<file path="config.mk">
export PLATFORM = sky130hd
export DESIGN_NAME = serial_channel
export DESIGN_NICKNAME = d
export VERILOG_FILES = /design/src/logic/serial_channel_pkg.sv /design/src/logic/serial_channel.sv
export SDC_FILE = /design/constraint.sdc
export NUM_CORES = 1
export LEC_CHECK = 0
export ABC_AREA = 1
export CORE_ASPECT_RATIO = 0.6
export CORE_MARGIN = 3
export CORE_UTILIZATION = 55
export CTS_BUF_LIST = sky130_fd_sc_hd__clkbuf_8
export DETAILED_ROUTE_END_ITERATION = 16
export DONT_BUFFER_PORTS = 1
export GPL_ROUTABILITY_DRIVEN = 0
export PLACE_DENSITY = 0.79
export SYNTH_ARGS = -nofsm -noshare
export SYNTH_HDL_FRONTEND = slang
export SYNTH_SLANG_ARGS = --single-unit
</file>
<file path="constraint.sdc">
create_clock -name aclk -period 9.1 [get_ports aclk]
set_input_delay 2.73 -clock aclk [delete_from_list [all_inputs] [get_ports aclk]]
set_output_delay 2.73 -clock aclk [all_outputs]
set_load 0.03 [all_outputs]
</file>
<file path="src/logic/serial_channel_pkg.sv">
// Purpose: shared constants for one serial channel (control/status)
// Assumes: 8-bit registers on word-aligned AXI4-Lite offsets
// Notes: encodings of modes, commands and transmit character kinds
package serial_channel_pkg;

  ////////////////////////////////////////////////////////////////////////
  // Register byte offsets
  localparam logic [7:0] OFF_TX_CONTROL = 8'h00;
  localparam logic [7:0] OFF_TX_SYNC_ADDRESS = 8'h04;
  localparam logic [7:0] OFF_RX_SYNC_FLAG = 8'h08;
  localparam logic [7:0] OFF_CHANNEL_STATUS = 8'h0c;
  localparam logic [7:0] OFF_MODE_CONTROL = 8'h10;
  localparam logic [7:0] OFF_COMMAND = 8'h14;
  localparam logic [7:0] OFF_RECEIVE_CONTROL = 8'h18;
  localparam logic [7:0] OFF_TX_DATA = 8'h1c;
  localparam logic [7:0] OFF_EXT_STATUS = 8'h20;
  localparam logic [7:0] OFF_VECTOR = 8'h24;

  ////////////////////////////////////////////////////////////////////////
  // Field positions
  localparam int TXC_CRC_EN = 0;
  localparam int TXC_RTS = 1;
  localparam int TXC_CRC_SEL = 2;
  localparam int TXC_TX_EN = 3;
  localparam int TXC_BREAK = 4;
  localparam int TXC_LEN_LO = 5;
  localparam int TXC_DTR = 7;
  localparam int MODE_STOP_LO = 2;
  localparam int MODE_SYNC_LO = 4;
  localparam int MODE_CLK_LO = 6;
  localparam int RXC_ENABLE = 0;
  localparam int RXC_HUNT = 4;
  localparam int CMD_LO = 3;
  localparam int ST_RX_AVAIL = 0;
  localparam int ST_IN_SERVICE = 1;
  localparam int ST_TBE = 2;
  localparam int ST_CARRIER = 3;
  localparam int ST_SYNC_HUNT = 4;

  ////////////////////////////////////////////////////////////////////////
  // Reset values and codes
  localparam logic [7:0] REG_RST = 8'h00;
  localparam logic [2:0] CMD_RESET_EXT = 3'h2;
  localparam logic [2:0] CMD_EOI = 3'h7;
  localparam logic [15:0] POLY_CCITT = 16'h1021;
  localparam logic [15:0] POLY_CRC16 = 16'h8005;
  localparam logic [15:0] CRC_INIT = 16'h0000;
  localparam logic [1:0] RESP_OKAY = 2'b00;
  localparam logic [1:0] RESP_SLVERR = 2'b10;

  typedef enum logic [1:0] {
    SYNC_MONO = 2'b00,
    SYNC_BI = 2'b01,
    SYNC_FRAMED = 2'b10,
    SYNC_EXT = 2'b11
  } sync_mode_t;

  typedef enum logic [2:0] {
    KIND_IDLE = 3'b000,
    KIND_DATA = 3'b001,
    KIND_SYNC = 3'b010,
    KIND_CRC_LO = 3'b011,
    KIND_CRC_HI = 3'b100
  } tx_kind_t;

endpackage

</file>
<file path="src/logic/serial_channel.sv">
// Purpose: transmit control, sync registers and status of one channel
// Assumes: AXI4-Lite slave, link clocks sampled by aclk
// Notes: no zero insertion, no parity; receiver data path lives elsewhere
// Function
// - Clock mode sets 1x/16x/32x/64x bit rate
// - CRC updated per loaded character when enabled
// - No CRC appended on underrun if disabled
// - RTS pin low when control bit set
// - CRC select picks CRC-16 or CCITT polynomial
// - Disable marks after char, CRC replaced by fill
// - Send break holds data output low
// - Length field; data sent LSB first
// - Short mode count decoded from leading ones
// - DTR pin low when control bit set
// - First sync register: tx sync, low, address
// - Second register: rx sync, high, flag
// - Receive available while FIFO not empty
// - In-service set on acknowledge in channel A only, cleared on END_OF_INTERRUPT_COMMAND
// - Buffer empty flag, not during sync CRC
// - Carrier bit latched on ext/status change
// - Async sync/hunt follows inverted sync pin
// - External sync: hunt enables pin detection
// - Char sync modes: hunt sets, sync clears
// - Char sync modes drive sync pin pulses
// - Framed mode: hunt set, flag clears
// - Command 2 clears ext/status pending
// - Receive control bit 4 re-enters hunt
`timescale 1ns/1ps
module serial_channel #(
  parameter bit IS_CHANNEL_A = 1'b1
) (
  input wire logic aclk,
  input wire logic aresetn,
  input wire logic [7:0] awaddr,
  input wire logic awvalid,
  output logic awready,
  input wire logic [31:0] wdata,
  input wire logic [3:0] wstrb,
  input wire logic wvalid,
  output logic wready,
  output logic [1:0] bresp,
  output logic bvalid,
  input wire logic bready,
  input wire logic [7:0] araddr,
  input wire logic arvalid,
  output logic arready,
  output logic [31:0] rdata,
  output logic [1:0] rresp,
  output logic rvalid,
  input wire logic rready,
  input wire logic tx_clock_pin,
  input wire logic receive_clock_pin,
  input wire logic rxd_pin,
  input wire logic carrier_n_pin,
  input wire logic sync_detect_pin_i,
  output logic sync_detect_pin_o,
  output logic sync_detect_pin_oe,
  input wire logic interrupt_acknowledge_strobe_n,
  input wire logic priority_in_input_n,
  input wire logic rx_fifo_empty,
  output logic txd,
  output logic rts_n,
  output logic dtr_n
);

  ////////////////////////////////////////////////////////////////////////
  // Helpers
  function automatic logic [5:0] div_max(input logic [1:0] code);
    case (code)
      2'b01: div_max = 6'd15;
      2'b10: div_max = 6'd31;
      2'b11: div_max = 6'd63;
      default: div_max = 6'd0;
    endcase
  endfunction

  function automatic logic [3:0] char_bits(input logic [1:0] len,
                                           input logic [7:0] d);
    case (len)
      2'b01: char_bits = 4'd7;
      2'b10: char_bits = 4'd6;
      2'b11: char_bits = 4'd8;
      default: begin
        casez (d[7:4])
          4'b0???: char_bits = 4'd5;
          4'b10??: char_bits = 4'd4;
          4'b110?: char_bits = 4'd3;
          4'b1110: char_bits = 4'd2;
          default: char_bits = 4'd1;
        endcase
      end
    endcase
  endfunction

  // Bit-serial CRC over the low n bits, LSB first
  function automatic logic [15:0] crc_step(input logic [15:0] c,
      input logic [7:0] d, input logic [3:0] n, input logic sel);
    logic [15:0] p;
    logic fb;
    p = sel ? serial_channel_pkg::POLY_CRC16
            : serial_channel_pkg::POLY_CCITT;
    fb = 1'b0;
    for (int i = 0; i < 8; i++) begin
      if (4'(i) < n) begin
        fb = c[15] ^ d[i];
        c = {c[14:0], 1'b0} ^ (fb ? p : 16'h0000);
      end
    end
    crc_step = c;
  endfunction

  ////////////////////////////////////////////////////////////////////////
  // Pin synchronisers; s1 feeds only s2
  logic [6:0] pin_s1_q;
  logic [6:0] pin_s2_q;
  logic [6:0] pin_s3_q;
  wire logic [6:0] pins = {priority_in_input_n,
    interrupt_acknowledge_strobe_n, sync_detect_pin_i, carrier_n_pin,
    rxd_pin, receive_clock_pin, tx_clock_pin};

  // Third stage only for edge finding
  always_ff @(posedge aclk) begin
    if (!aresetn) begin
      pin_s1_q <= 7'h7f;
      pin_s2_q <= 7'h7f;
      pin_s3_q <= 7'h7f;
    end else begin
      pin_s1_q <= pins;
      pin_s2_q <= pin_s1_q;
      pin_s3_q <= pin_s2_q;
    end
  end

  wire logic txc_fall = pin_s3_q[0] & ~pin_s2_q[0];
  wire logic rxc_rise = ~pin_s3_q[1] & pin_s2_q[1];
  wire logic rxd_s = pin_s2_q[2];
  wire logic cd_live = ~pin_s2_q[3];
  wire logic syn_s = pin_s2_q[4];
  wire logic interrupt_acknowledge_strobe_fall = pin_s3_q[5] & ~pin_s2_q[5];
  wire logic ipi_n_s = pin_s2_q[6];

  ////////////////////////////////////////////////////////////////////////
  // AXI4-Lite slave
  logic awready_q, wready_q, bvalid_q, arready_q, rvalid_q;
  logic aw_have_q, w_have_q;
  logic [7:0] waddr_q;
  logic [7:0] wdata_q;
  logic wstrb_q;
  logic [1:0] bresp_q, rresp_q;
  logic [31:0] rdata_q;
  logic [7:0] rd_d;
  logic rd_ok, wr_ok;
  wire logic wr_fire = aw_have_q & w_have_q & ~bvalid_q;
  wire logic rd_fire = arvalid & arready_q;

  // Write channels taken in either order, answered once both are in
  always_ff @(posedge aclk) begin
    if (!aresetn) begin
      awready_q <= 1'b1;
      wready_q <= 1'b1;
      aw_have_q <= 1'b0;
      w_have_q <= 1'b0;
      bvalid_q <= 1'b0;
      bresp_q <= serial_channel_pkg::RESP_OKAY;
      waddr_q <= 8'h00;
      wdata_q <= 8'h00;
      wstrb_q <= 1'b0;
    end else begin
      if (awvalid & awready_q) begin
        awready_q <= 1'b0;
        aw_have_q <= 1'b1;
        waddr_q <= awaddr;
      end
      if (wvalid & wready_q) begin
        wready_q <= 1'b0;
        w_have_q <= 1'b1;
        wdata_q <= wdata[7:0];
        wstrb_q <= wstrb[0];
      end
      if (wr_fire) begin
        aw_have_q <= 1'b0;
        w_have_q <= 1'b0;
        bvalid_q <= 1'b1;
        bresp_q <= wr_ok ? serial_channel_pkg::RESP_OKAY
                         : serial_channel_pkg::RESP_SLVERR;
      end
      if (bvalid_q & bready) begin
        bvalid_q <= 1'b0;
        awready_q <= 1'b1;
        wready_q <= 1'b1;
      end
    end
  end

  // Read answered one cycle after the address is taken
  always_ff @(posedge aclk) begin
    if (!aresetn) begin
      arready_q <= 1'b1;
      rvalid_q <= 1'b0;
      rdata_q <= 32'h0000_0000;
      rresp_q <= serial_channel_pkg::RESP_OKAY;
    end else if (rd_fire) begin
      arready_q <= 1'b0;
      rvalid_q <= 1'b1;
      rdata_q <= {24'h00_0000, rd_d};
      rresp_q <= rd_ok ? serial_channel_pkg::RESP_OKAY
                       : serial_channel_pkg::RESP_SLVERR;
    end else if (rvalid_q & rready) begin
      rvalid_q <= 1'b0;
      arready_q <= 1'b1;
    end
  end

  assign awready = awready_q;
  assign wready = wready_q;
  assign bvalid = bvalid_q;
  assign bresp = bresp_q;
  assign arready = arready_q;
  assign rvalid = rvalid_q;
  assign rdata = rdata_q;
  assign rresp = rresp_q;

  ////////////////////////////////////////////////////////////////////////
  // Registers software writes
  logic [7:0] tx_control_q, tx_sync_address_q, rx_sync_flag_q;
  logic [7:0] mode_q, tx_buf_q;
  logic rx_en_q;
  wire logic wr_en = wr_fire & wstrb_q;
  wire logic wr_cmd = wr_en & (waddr_q == serial_channel_pkg::OFF_COMMAND);
  wire logic wr_rxctl = wr_en &
    (waddr_q == serial_channel_pkg::OFF_RECEIVE_CONTROL);
  wire logic wr_txdata = wr_en &
    (waddr_q == serial_channel_pkg::OFF_TX_DATA);
  wire logic [2:0] cmd_code = wdata_q[serial_channel_pkg::CMD_LO +: 3];
  wire logic ext_clear = wr_cmd &
    (cmd_code == serial_channel_pkg::CMD_RESET_EXT);
  wire logic end_of_interrupt_command = wr_cmd & (cmd_code == serial_channel_pkg::CMD_EOI);
  wire logic hunt_req = wr_rxctl &
    wdata_q[serial_channel_pkg::RXC_HUNT];

  always_ff @(posedge aclk) begin
    if (!aresetn) begin
      tx_control_q <= serial_channel_pkg::REG_RST;
      tx_sync_address_q <= serial_channel_pkg::REG_RST;
      rx_sync_flag_q <= serial_channel_pkg::REG_RST;
      mode_q <= serial_channel_pkg::REG_RST;
      rx_en_q <= 1'b0;
    end else if (wr_en) begin
      case (waddr_q)
        serial_channel_pkg::OFF_TX_CONTROL: tx_control_q <= wdata_q;
        serial_channel_pkg::OFF_TX_SYNC_ADDRESS:
          tx_sync_address_q <= wdata_q;
        serial_channel_pkg::OFF_RX_SYNC_FLAG:
          rx_sync_flag_q <= wdata_q;
        serial_channel_pkg::OFF_MODE_CONTROL: mode_q <= wdata_q;
        serial_channel_pkg::OFF_RECEIVE_CONTROL:
          rx_en_q <= wdata_q[serial_channel_pkg::RXC_ENABLE];
        default: ;
      endcase
    end
  end

  wire logic [1:0] clk_code = mode_q[serial_channel_pkg::MODE_CLK_LO +: 2];
  wire logic [1:0] stop_code = mode_q[serial_channel_pkg::MODE_STOP_LO +: 2];
  wire logic [1:0] smode = mode_q[serial_channel_pkg::MODE_SYNC_LO +: 2];
  wire logic is_sync = (stop_code == 2'b00);
  wire logic tx_en = tx_control_q[serial_channel_pkg::TXC_TX_EN];
  wire logic crc_en = tx_control_q[serial_channel_pkg::TXC_CRC_EN];

  ////////////////////////////////////////////////////////////////////////
  // Bit-rate dividers on the sampled link clocks
  logic [5:0] tx_div_q, rx_div_q;
  wire logic [5:0] dmax = div_max(clk_code);
  wire logic tx_tick = txc_fall & (tx_div_q >= dmax);
  wire logic rx_tick = rxc_rise & (rx_div_q >= dmax);

  always_ff @(posedge aclk) begin
    if (!aresetn) begin
      tx_div_q <= 6'd0;
      rx_div_q <= 6'd0;
    end else begin
      if (txc_fall) begin
        tx_div_q <= tx_tick ? 6'd0 : tx_div_q + 6'd1;
      end
      if (rxc_rise) begin
        rx_div_q <= rx_tick ? 6'd0 : rx_div_q + 6'd1;
      end
    end
  end

  ////////////////////////////////////////////////////////////////////////
  // Transmitter: next character chosen at each character boundary
  logic [11:0] sh_q, ld_sh;
  logic [3:0] nbits_q, ld_n, nchar;
  serial_channel_pkg::tx_kind_t kind_q, ld_kind;
  logic [15:0] crc_q;
  logic crc_armed_q, buf_full_q, tbe_q, txd_q;
  logic [7:0] masked, fill_char;
  logic [2:0] fill_idx;
  logic out_bit;

  always_comb begin
    nchar = char_bits(tx_control_q[serial_channel_pkg::TXC_LEN_LO +: 2],
                      tx_buf_q);
    masked = tx_buf_q & (8'hff >> (4'd8 - nchar));
    fill_char = (smode == serial_channel_pkg::SYNC_FRAMED) ?
      rx_sync_flag_q : tx_sync_address_q;
    ld_sh = 12'h000;
    ld_n = 4'd0;
    ld_kind = serial_channel_pkg::KIND_IDLE;
    if (kind_q == serial_channel_pkg::KIND_CRC_LO) begin
      ld_sh = {4'h0, crc_q[15:8]};
      ld_n = 4'd8;
      ld_kind = serial_channel_pkg::KIND_CRC_HI;
    end else if (buf_full_q & tx_en) begin
      ld_kind = serial_channel_pkg::KIND_DATA;
      if (is_sync) begin
        ld_sh = {4'h0, masked};
        ld_n = nchar;
      end else begin
        // Start bit, data, then one or two stop bits
        ld_sh = ({4'h0, masked} << 1) | (12'hfff << (nchar + 4'd1));
        ld_n = nchar + ((stop_code == 2'b01) ? 4'd2 : 4'd3);
      end
    end else if (is_sync & tx_en & crc_armed_q & crc_en) begin
      ld_sh = {4'h0, crc_q[7:0]};
      ld_n = 4'd8;
      ld_kind = serial_channel_pkg::KIND_CRC_LO;
    end else if (is_sync & tx_en) begin
      ld_sh = {4'h0, fill_char};
      ld_n = 4'd8;
      ld_kind = serial_channel_pkg::KIND_SYNC;
    end
  end

  // Shift register, character kind and CRC generator
  always_ff @(posedge aclk) begin
    if (!aresetn) begin
      sh_q <= 12'hfff;
      nbits_q <= 4'd0;
      kind_q <= serial_channel_pkg::KIND_IDLE;
      crc_q <= serial_channel_pkg::CRC_INIT;
      crc_armed_q <= 1'b0;
    end else if (tx_tick) begin
      if (nbits_q > 4'd1) begin
        sh_q <= sh_q >> 1;
        nbits_q <= nbits_q - 4'd1;
      end else begin
        sh_q <= ld_sh;
        nbits_q <= ld_n;
        kind_q <= ld_kind;
        if (ld_kind == serial_channel_pkg::KIND_DATA) begin
          if (crc_en) begin
            crc_q <= crc_step(crc_q, masked, nchar,
              tx_control_q[serial_channel_pkg::TXC_CRC_SEL]);
          end
          crc_armed_q <= crc_en;
        end else if (ld_kind == serial_channel_pkg::KIND_CRC_HI) begin
          crc_q <= serial_channel_pkg::CRC_INIT;
          crc_armed_q <= 1'b0;
        end
      end
    end
  end

  // Buffer load wins over a same-cycle move to the shifter
  always_ff @(posedge aclk) begin
    if (!aresetn) begin
      buf_full_q <= 1'b0;
      tx_buf_q <= 8'h00;
    end else if (wr_txdata) begin
      buf_full_q <= 1'b1;
      tx_buf_q <= wdata_q;
    end else if (tx_tick & (nbits_q <= 4'd1) &
                 (ld_kind == serial_channel_pkg::KIND_DATA)) begin
      buf_full_q <= 1'b0;
    end
  end

  // Serial output; fill bits replace CRC once transmit is disabled
  always_comb begin
    fill_idx = 3'(4'd8 - nbits_q);
    case (kind_q)
      serial_channel_pkg::KIND_IDLE: out_bit = 1'b1;
      serial_channel_pkg::KIND_CRC_LO,
      serial_channel_pkg::KIND_CRC_HI:
        out_bit = tx_en ? sh_q[0] : fill_char[fill_idx];
      default: out_bit = sh_q[0];
    endcase
  end

  always_ff @(posedge aclk) begin
    if (!aresetn) begin
      txd_q <= 1'b1;
      tbe_q <= 1'b1;
      rts_n <= 1'b1;
      dtr_n <= 1'b1;
    end else begin
      if (tx_control_q[serial_channel_pkg::TXC_BREAK]) begin
        txd_q <= 1'b0;
      end else begin
        txd_q <= (nbits_q == 4'd0) ? 1'b1 : out_bit;
      end
      tbe_q <= ~buf_full_q & (kind_q != serial_channel_pkg::KIND_CRC_LO) &
               (kind_q != serial_channel_pkg::KIND_CRC_HI);
      rts_n <= ~tx_control_q[serial_channel_pkg::TXC_RTS];
      dtr_n <= ~tx_control_q[serial_channel_pkg::TXC_DTR];
    end
  end

  assign txd = txd_q;

  ////////////////////////////////////////////////////////////////////////
  // Sync pattern hunt on the received stream
  logic [15:0] rx_sh_q;
  logic rx_new_q, hunt_q, syn_o_q, syn_oe_q;
  logic match;
  wire logic pin_out_mode = is_sync &
    ((smode == serial_channel_pkg::SYNC_MONO) |
     (smode == serial_channel_pkg::SYNC_BI));

  always_comb begin
    case (smode)
      serial_channel_pkg::SYNC_BI:
        match = (rx_sh_q == {rx_sync_flag_q, tx_sync_address_q});
      serial_channel_pkg::SYNC_EXT: match = 1'b0;
      default: match = (rx_sh_q[15:8] == rx_sync_flag_q);
    endcase
  end

  always_ff @(posedge aclk) begin
    if (!aresetn) begin
      rx_sh_q <= 16'h0000;
      rx_new_q <= 1'b0;
    end else begin
      rx_new_q <= rx_tick;
      if (rx_tick) begin
        rx_sh_q <= {rxd_s, rx_sh_q[15:1]};
      end
    end
  end

  wire logic sync_found = rx_new_q & rx_en_q & match & is_sync;

  // Hunt: a request sets it and wins over a same-cycle sync
  always_ff @(posedge aclk) begin
    if (!aresetn) begin
      hunt_q <= 1'b1;
    end else if (hunt_req) begin
      hunt_q <= 1'b1;
    end else if (is_sync & (smode == serial_channel_pkg::SYNC_FRAMED) &
                 ~rx_en_q) begin
      hunt_q <= 1'b1;
    end else if (sync_found & (smode != serial_channel_pkg::SYNC_EXT)) begin
      hunt_q <= 1'b0;
    end
  end

  // Pin is an output only in character sync modes
  always_ff @(posedge aclk) begin
    if (!aresetn) begin
      syn_o_q <= 1'b1;
      syn_oe_q <= 1'b0;
    end else begin
      syn_oe_q <= pin_out_mode;
      if (!pin_out_mode) begin
        syn_o_q <= 1'b1;
      end else if (rx_new_q & rx_en_q) begin
        syn_o_q <= ~match;
      end
    end
  end

  assign sync_detect_pin_o = syn_o_q;
  assign sync_detect_pin_oe = syn_oe_q;

  ////////////////////////////////////////////////////////////////////////
  // External/status latch
  logic sh_live, cd_shown_q, sh_shown_q, pending_q, primed_q, change;

  always_comb begin
    if (!is_sync) begin
      sh_live = ~syn_s;
    end else if (smode == serial_channel_pkg::SYNC_EXT) begin
      sh_live = hunt_q & ~syn_s;
    end else begin
      sh_live = hunt_q;
    end
    change = primed_q & ((cd_live != cd_shown_q) | (sh_live != sh_shown_q));
  end

  // Frozen while pending; a change in the clear cycle stays pending
  always_ff @(posedge aclk) begin
    if (!aresetn) begin
      cd_shown_q <= 1'b0;
      sh_shown_q <= 1'b0;
      pending_q <= 1'b0;
      primed_q <= 1'b0;
    end else begin
      primed_q <= 1'b1;
      if (!pending_q) begin
        cd_shown_q <= cd_live;
        sh_shown_q <= sh_live;
        pending_q <= change;
      end else if (ext_clear) begin
        cd_shown_q <= cd_live;
        sh_shown_q <= sh_live;
        pending_q <= change;
      end
    end
  end

  ////////////////////////////////////////////////////////////////////////
  // Interrupt in-service flag
  logic interrupt_acknowledge_strobe_second_q, in_service_q;
  wire logic vec_read = rd_fire & (araddr == serial_channel_pkg::OFF_VECTOR);
  wire logic ack_ok = pending_q & ~ipi_n_s & IS_CHANNEL_A;

  always_ff @(posedge aclk) begin
    if (!aresetn) begin
      interrupt_acknowledge_strobe_second_q <= 1'b0;
      in_service_q <= 1'b0;
    end else begin
      if (interrupt_acknowledge_strobe_fall) begin
        interrupt_acknowledge_strobe_second_q <= ~interrupt_acknowledge_strobe_second_q;
      end
      if ((interrupt_acknowledge_strobe_fall & interrupt_acknowledge_strobe_second_q & ack_ok) | (vec_read & ack_ok)) begin
        in_service_q <= 1'b1;
      end else if (end_of_interrupt_command) begin
        in_service_q <= 1'b0;
      end
    end
  end

  ////////////////////////////////////////////////////////////////////////
  // Read decode
  always_comb begin
    rd_ok = 1'b1;
    rd_d = 8'h00;
    case (araddr)
      serial_channel_pkg::OFF_TX_CONTROL: rd_d = tx_control_q;
      serial_channel_pkg::OFF_TX_SYNC_ADDRESS: rd_d = tx_sync_address_q;
      serial_channel_pkg::OFF_RX_SYNC_FLAG: rd_d = rx_sync_flag_q;
      serial_channel_pkg::OFF_MODE_CONTROL: rd_d = mode_q;
      serial_channel_pkg::OFF_CHANNEL_STATUS: begin
        rd_d[serial_channel_pkg::ST_RX_AVAIL] = ~rx_fifo_empty;
        rd_d[serial_channel_pkg::ST_IN_SERVICE] = in_service_q;
        rd_d[serial_channel_pkg::ST_TBE] = tbe_q;
        rd_d[serial_channel_pkg::ST_CARRIER] = cd_shown_q;
        rd_d[serial_channel_pkg::ST_SYNC_HUNT] = sh_shown_q;
      end
      serial_channel_pkg::OFF_EXT_STATUS: rd_d = {7'h00, pending_q};
      serial_channel_pkg::OFF_COMMAND,
      serial_channel_pkg::OFF_RECEIVE_CONTROL,
      serial_channel_pkg::OFF_TX_DATA,
      serial_channel_pkg::OFF_VECTOR: rd_d = 8'h00;
      default: rd_ok = 1'b0;
    endcase
  end

  // Writes to read-only or unmapped offsets get an error
  always_comb begin
    case (waddr_q)
      serial_channel_pkg::OFF_CHANNEL_STATUS,
      serial_channel_pkg::OFF_EXT_STATUS,
      serial_channel_pkg::OFF_VECTOR: wr_ok = 1'b0;
      default: wr_ok = (waddr_q <= serial_channel_pkg::OFF_TX_DATA) &
                       (waddr_q[1:0] == 2'b00);
    endcase
  end

endmodule // serial_channel

</file>
==> impl_results.md <==
* Status: completed
* Resize count post-CTS at 0
* Cells after Synth at 1517
* Nets at 1585
* Register area share after synthesis at 0.333
* Hold EP: pin_s2_q[0]$_SDFF_PN1_
* First drt pass iteration count at 8
* Core area at 0.0182 mm^2
* Final setup vio count at 0
* List of most frequent post-synthesis cells: nand2_1 (315), inv_1 (187), o21ai_0 (175), dfxtp_1 (171), a21oi_1 (114)
* I/O Buffers at 0
* Vias in the first global route at 8937
* Worst-path clk slew at 0.10 ns
* Drt wl/cell at 17.6 um
* Site Rows at 38
* FF-to-FF path depth at 47
* Hold path start: pin_s1_q[0]$_SDFF_PN1_
* Slew headroom at 0.251
* MaxCap Viol Count at 0
* Antenna diodes at 0
* Max Clock Skew at 0.0185 ns
* Number of hold violations in the final report at 0
* Slew @ Worst Pin at 1.12 ns
* Yosys top cell area share at 0.333
* Post-Place Setup Slack at 3.07 ns
* Critical Path Start Type: flip-flop
* Total CTS buffers at 17
* DRT antenna net count at 0
* Finished Core Util at 0.590
* Initial DRC count at 1554
* CTS Sinks at 171
* Slew Viols, Final at 0
* Top flop regs: crc_q (16), rx_sh_q (16), sh_q (12)
* Register bit count reported by yosys at 171
* H-Tree Depth at 4
* Synth top area cells: dfxtp_1 (33%), nand2_1 (11%), o21ai_0 (8.5%), inv_1 (6.8%), a21oi_1 (5.5%)
* Clock buffer depth at 2
* Hold Slack at 0.415 ns
* Post-synth top area cell: dfxtp_1
* First-pass GRT wire length at 48200 um
* Effective utilization at floorplan at 0.565
* Die area at 0.0204 mm^2
* Critical Path End Type: flip-flop
* Postcts setup bufs at 0
* Yosys warns at 0
* Unrepaired setup endpoints after global routing: no
* Slowest library cell on the worst path: dfxtp_1
* R2r startpoint: tx_control_q[6]$_SDFFE_PN0P_
* Dpl hpwl at 23500 um
* Register-to-register setup slack at 2.78 ns
* Critical Path RT at 9.42 ns
* Hold_buf cts at 0
* CTS root buf: clkbuf_8
* Share of layout cells above drive strength 1 at 0.0672
* Detailed Route WL at 30700 um
* Max FO, Critical Path at 5
* Crit path largest cell delay at 0.48 ns
* Die Width at 183 um
* EDFF count, synth at 0
* Setup TNS Final at 0 ns
* Primary FF master, synth: dfxtp_1
* Cell repeated most along the worst path: nand2_1
* Largest net degree at the start of global routing at 74
* R2R Path End: crc_q[2]$_SDFFE_PN0P_
* Worst Hold Class: reg2reg
* Pwr Total at 0.00147 W
* Peak supply drop at 0.140 mV
* Post-synth ARST share at 0
* Gr ovfl total at 0
* Via density at 5.92
* DR vias at 10318
* Initial antenna violation count at 0
* Clk_lat worst skew at 0.47 ns
* Area growth syn-to-layout at 4.43%
* Total track usage at 0.294
* Die height at 112 um
* Max Freq at 158 MHz
* Mean Syn Cell Area at 6.78 um^2
* PD cells at 136 mW/mm^2
* LEAKAGE at 4.26 nW
* DRC errors left at 0
* Worst Hold Depth at 1
* Netlist cell types at 51
* Critical path data arrival time at 6.63 ns
* Post-route clock period utilization at 0.694
* CTS tree: done
* Setup WS post-layout at 2.78 ns
* Cell with the most instances after synthesis: nand2_1
* CP Class: reg2reg
* Top Ports at 113
* Final Critical Period at 6.32 ns
* Post-Synthesis Cell Area at 0.0103 mm^2
-- worst max-delay path, delay by kind of cell (launching register included) --
kind / cells / cell delay, ns
AND/OR/NAND/NOR: 38 / 4.17
adder cells (fa/ha/maj): 3 / 0.84
buffers and inverters: 4 / 0.52
flip-flops: 1 / 0.48
AO/OA/AOI/OAI: 2 / 0.14
-- per-stage QoR --
step	instances	area [um^2]
after global placement	1710	10300
after global routing	1742	10700
final	1742	10700
after detailed placement	1710	10300
after CTS	1742	10700
after floorplan	1542	10400
-- report_power, final --
part	internal [W]	total [W]	switching, W
sequential	0.000768	0.000787	0.0000192
combinational	0.0000283	0.000113	0.0000852
clock	0.000256	0.000566	0.000309
-- cells by family after synthesis --
kind of cell             Yosys count  synth area share
other                              1          0.000364
AND/OR/NAND/NOR                  590             0.257
adder cells (fa/ha/maj)           29            0.0353
buffers and inverters            278             0.114
flip-flops                       171             0.333
multiplexers                       3           0.00292
AO/OA/AOI/OAI                    411             0.229
XOR/XNOR                          34            0.0289
-- final cells by class --
type / count / area, um^2
clock inverters: 15 / 178
clock buffers: 17 / 234
fillers: 1724 / 7470
flip-flops and latches: 171 / 3420
multi-input cells: 1093 / 5800
repair buffers: 10 / 75.1
inverters: 196 / 738
well taps: 240 / 300
-- layer usage --
metal  routed length, um  GRT usage  vias up  share of wire
li1                    -          -     4979              -
met4                 230     0.0411        0         0.0075
met5                   0          0        -              0
met1               14100      0.469     4686           0.46
met3                5210      0.116       35           0.17
met2               11200      0.372      618           0.36
-- worst max path at each step --
| stage | start | slack [ns] | end | depth (start not counted) |
|---|---|---|---|---|
| floorplan | tx_control_q[5]$_SDFFE_PN0P_ | 4.35 | crc_q[5]$_SDFFE_PN0P_ | 45 |
| global placement | tx_control_q[6]$_SDFFE_PN0P_ | 3.23 | crc_q[2]$_SDFFE_PN0P_ | 45 |
| detailed placement | tx_control_q[5]$_SDFFE_PN0P_ | 3.07 | crc_q[2]$_SDFFE_PN0P_ | 45 |
| CTS | tx_control_q[5]$_SDFFE_PN0P_ | 3.05 | crc_q[2]$_SDFFE_PN0P_ | 45 |
| global route | tx_control_q[5]$_SDFFE_PN0P_ | 2.36 | crc_q[15]$_SDFFE_PN0P_ | 37 |
| finish | tx_control_q[6]$_SDFFE_PN0P_ | 2.78 | crc_q[2]$_SDFFE_PN0P_ | 47 |
-- cell usage in the layout, fill, tap and decap left out, drive strengths merged, types with 8 or more instances in the layout --
cell type | netlist | layout
a211oi | 14 | 14
a21oi | 115 | 115
buf | 34 | 10
clkbuf | 48 | 17
conb | 1 | 26
dfxtp | 171 | 171
ha | 29 | 29
inv | 192 | 202
nand2 | 327 | 327
nand3 | 113 | 113
nand4 | 8 | 8
nor2 | 99 | 99
nor3 | 17 | 17
o2111ai | 9 | 9
o211ai | 22 | 22
o21a | 8 | 8
o21ai | 179 | 179
o22ai | 29 | 29
or2 | 19 | 19
xor2 | 27 | 27
No activity file was read; power rests on OpenSTA's default activity.
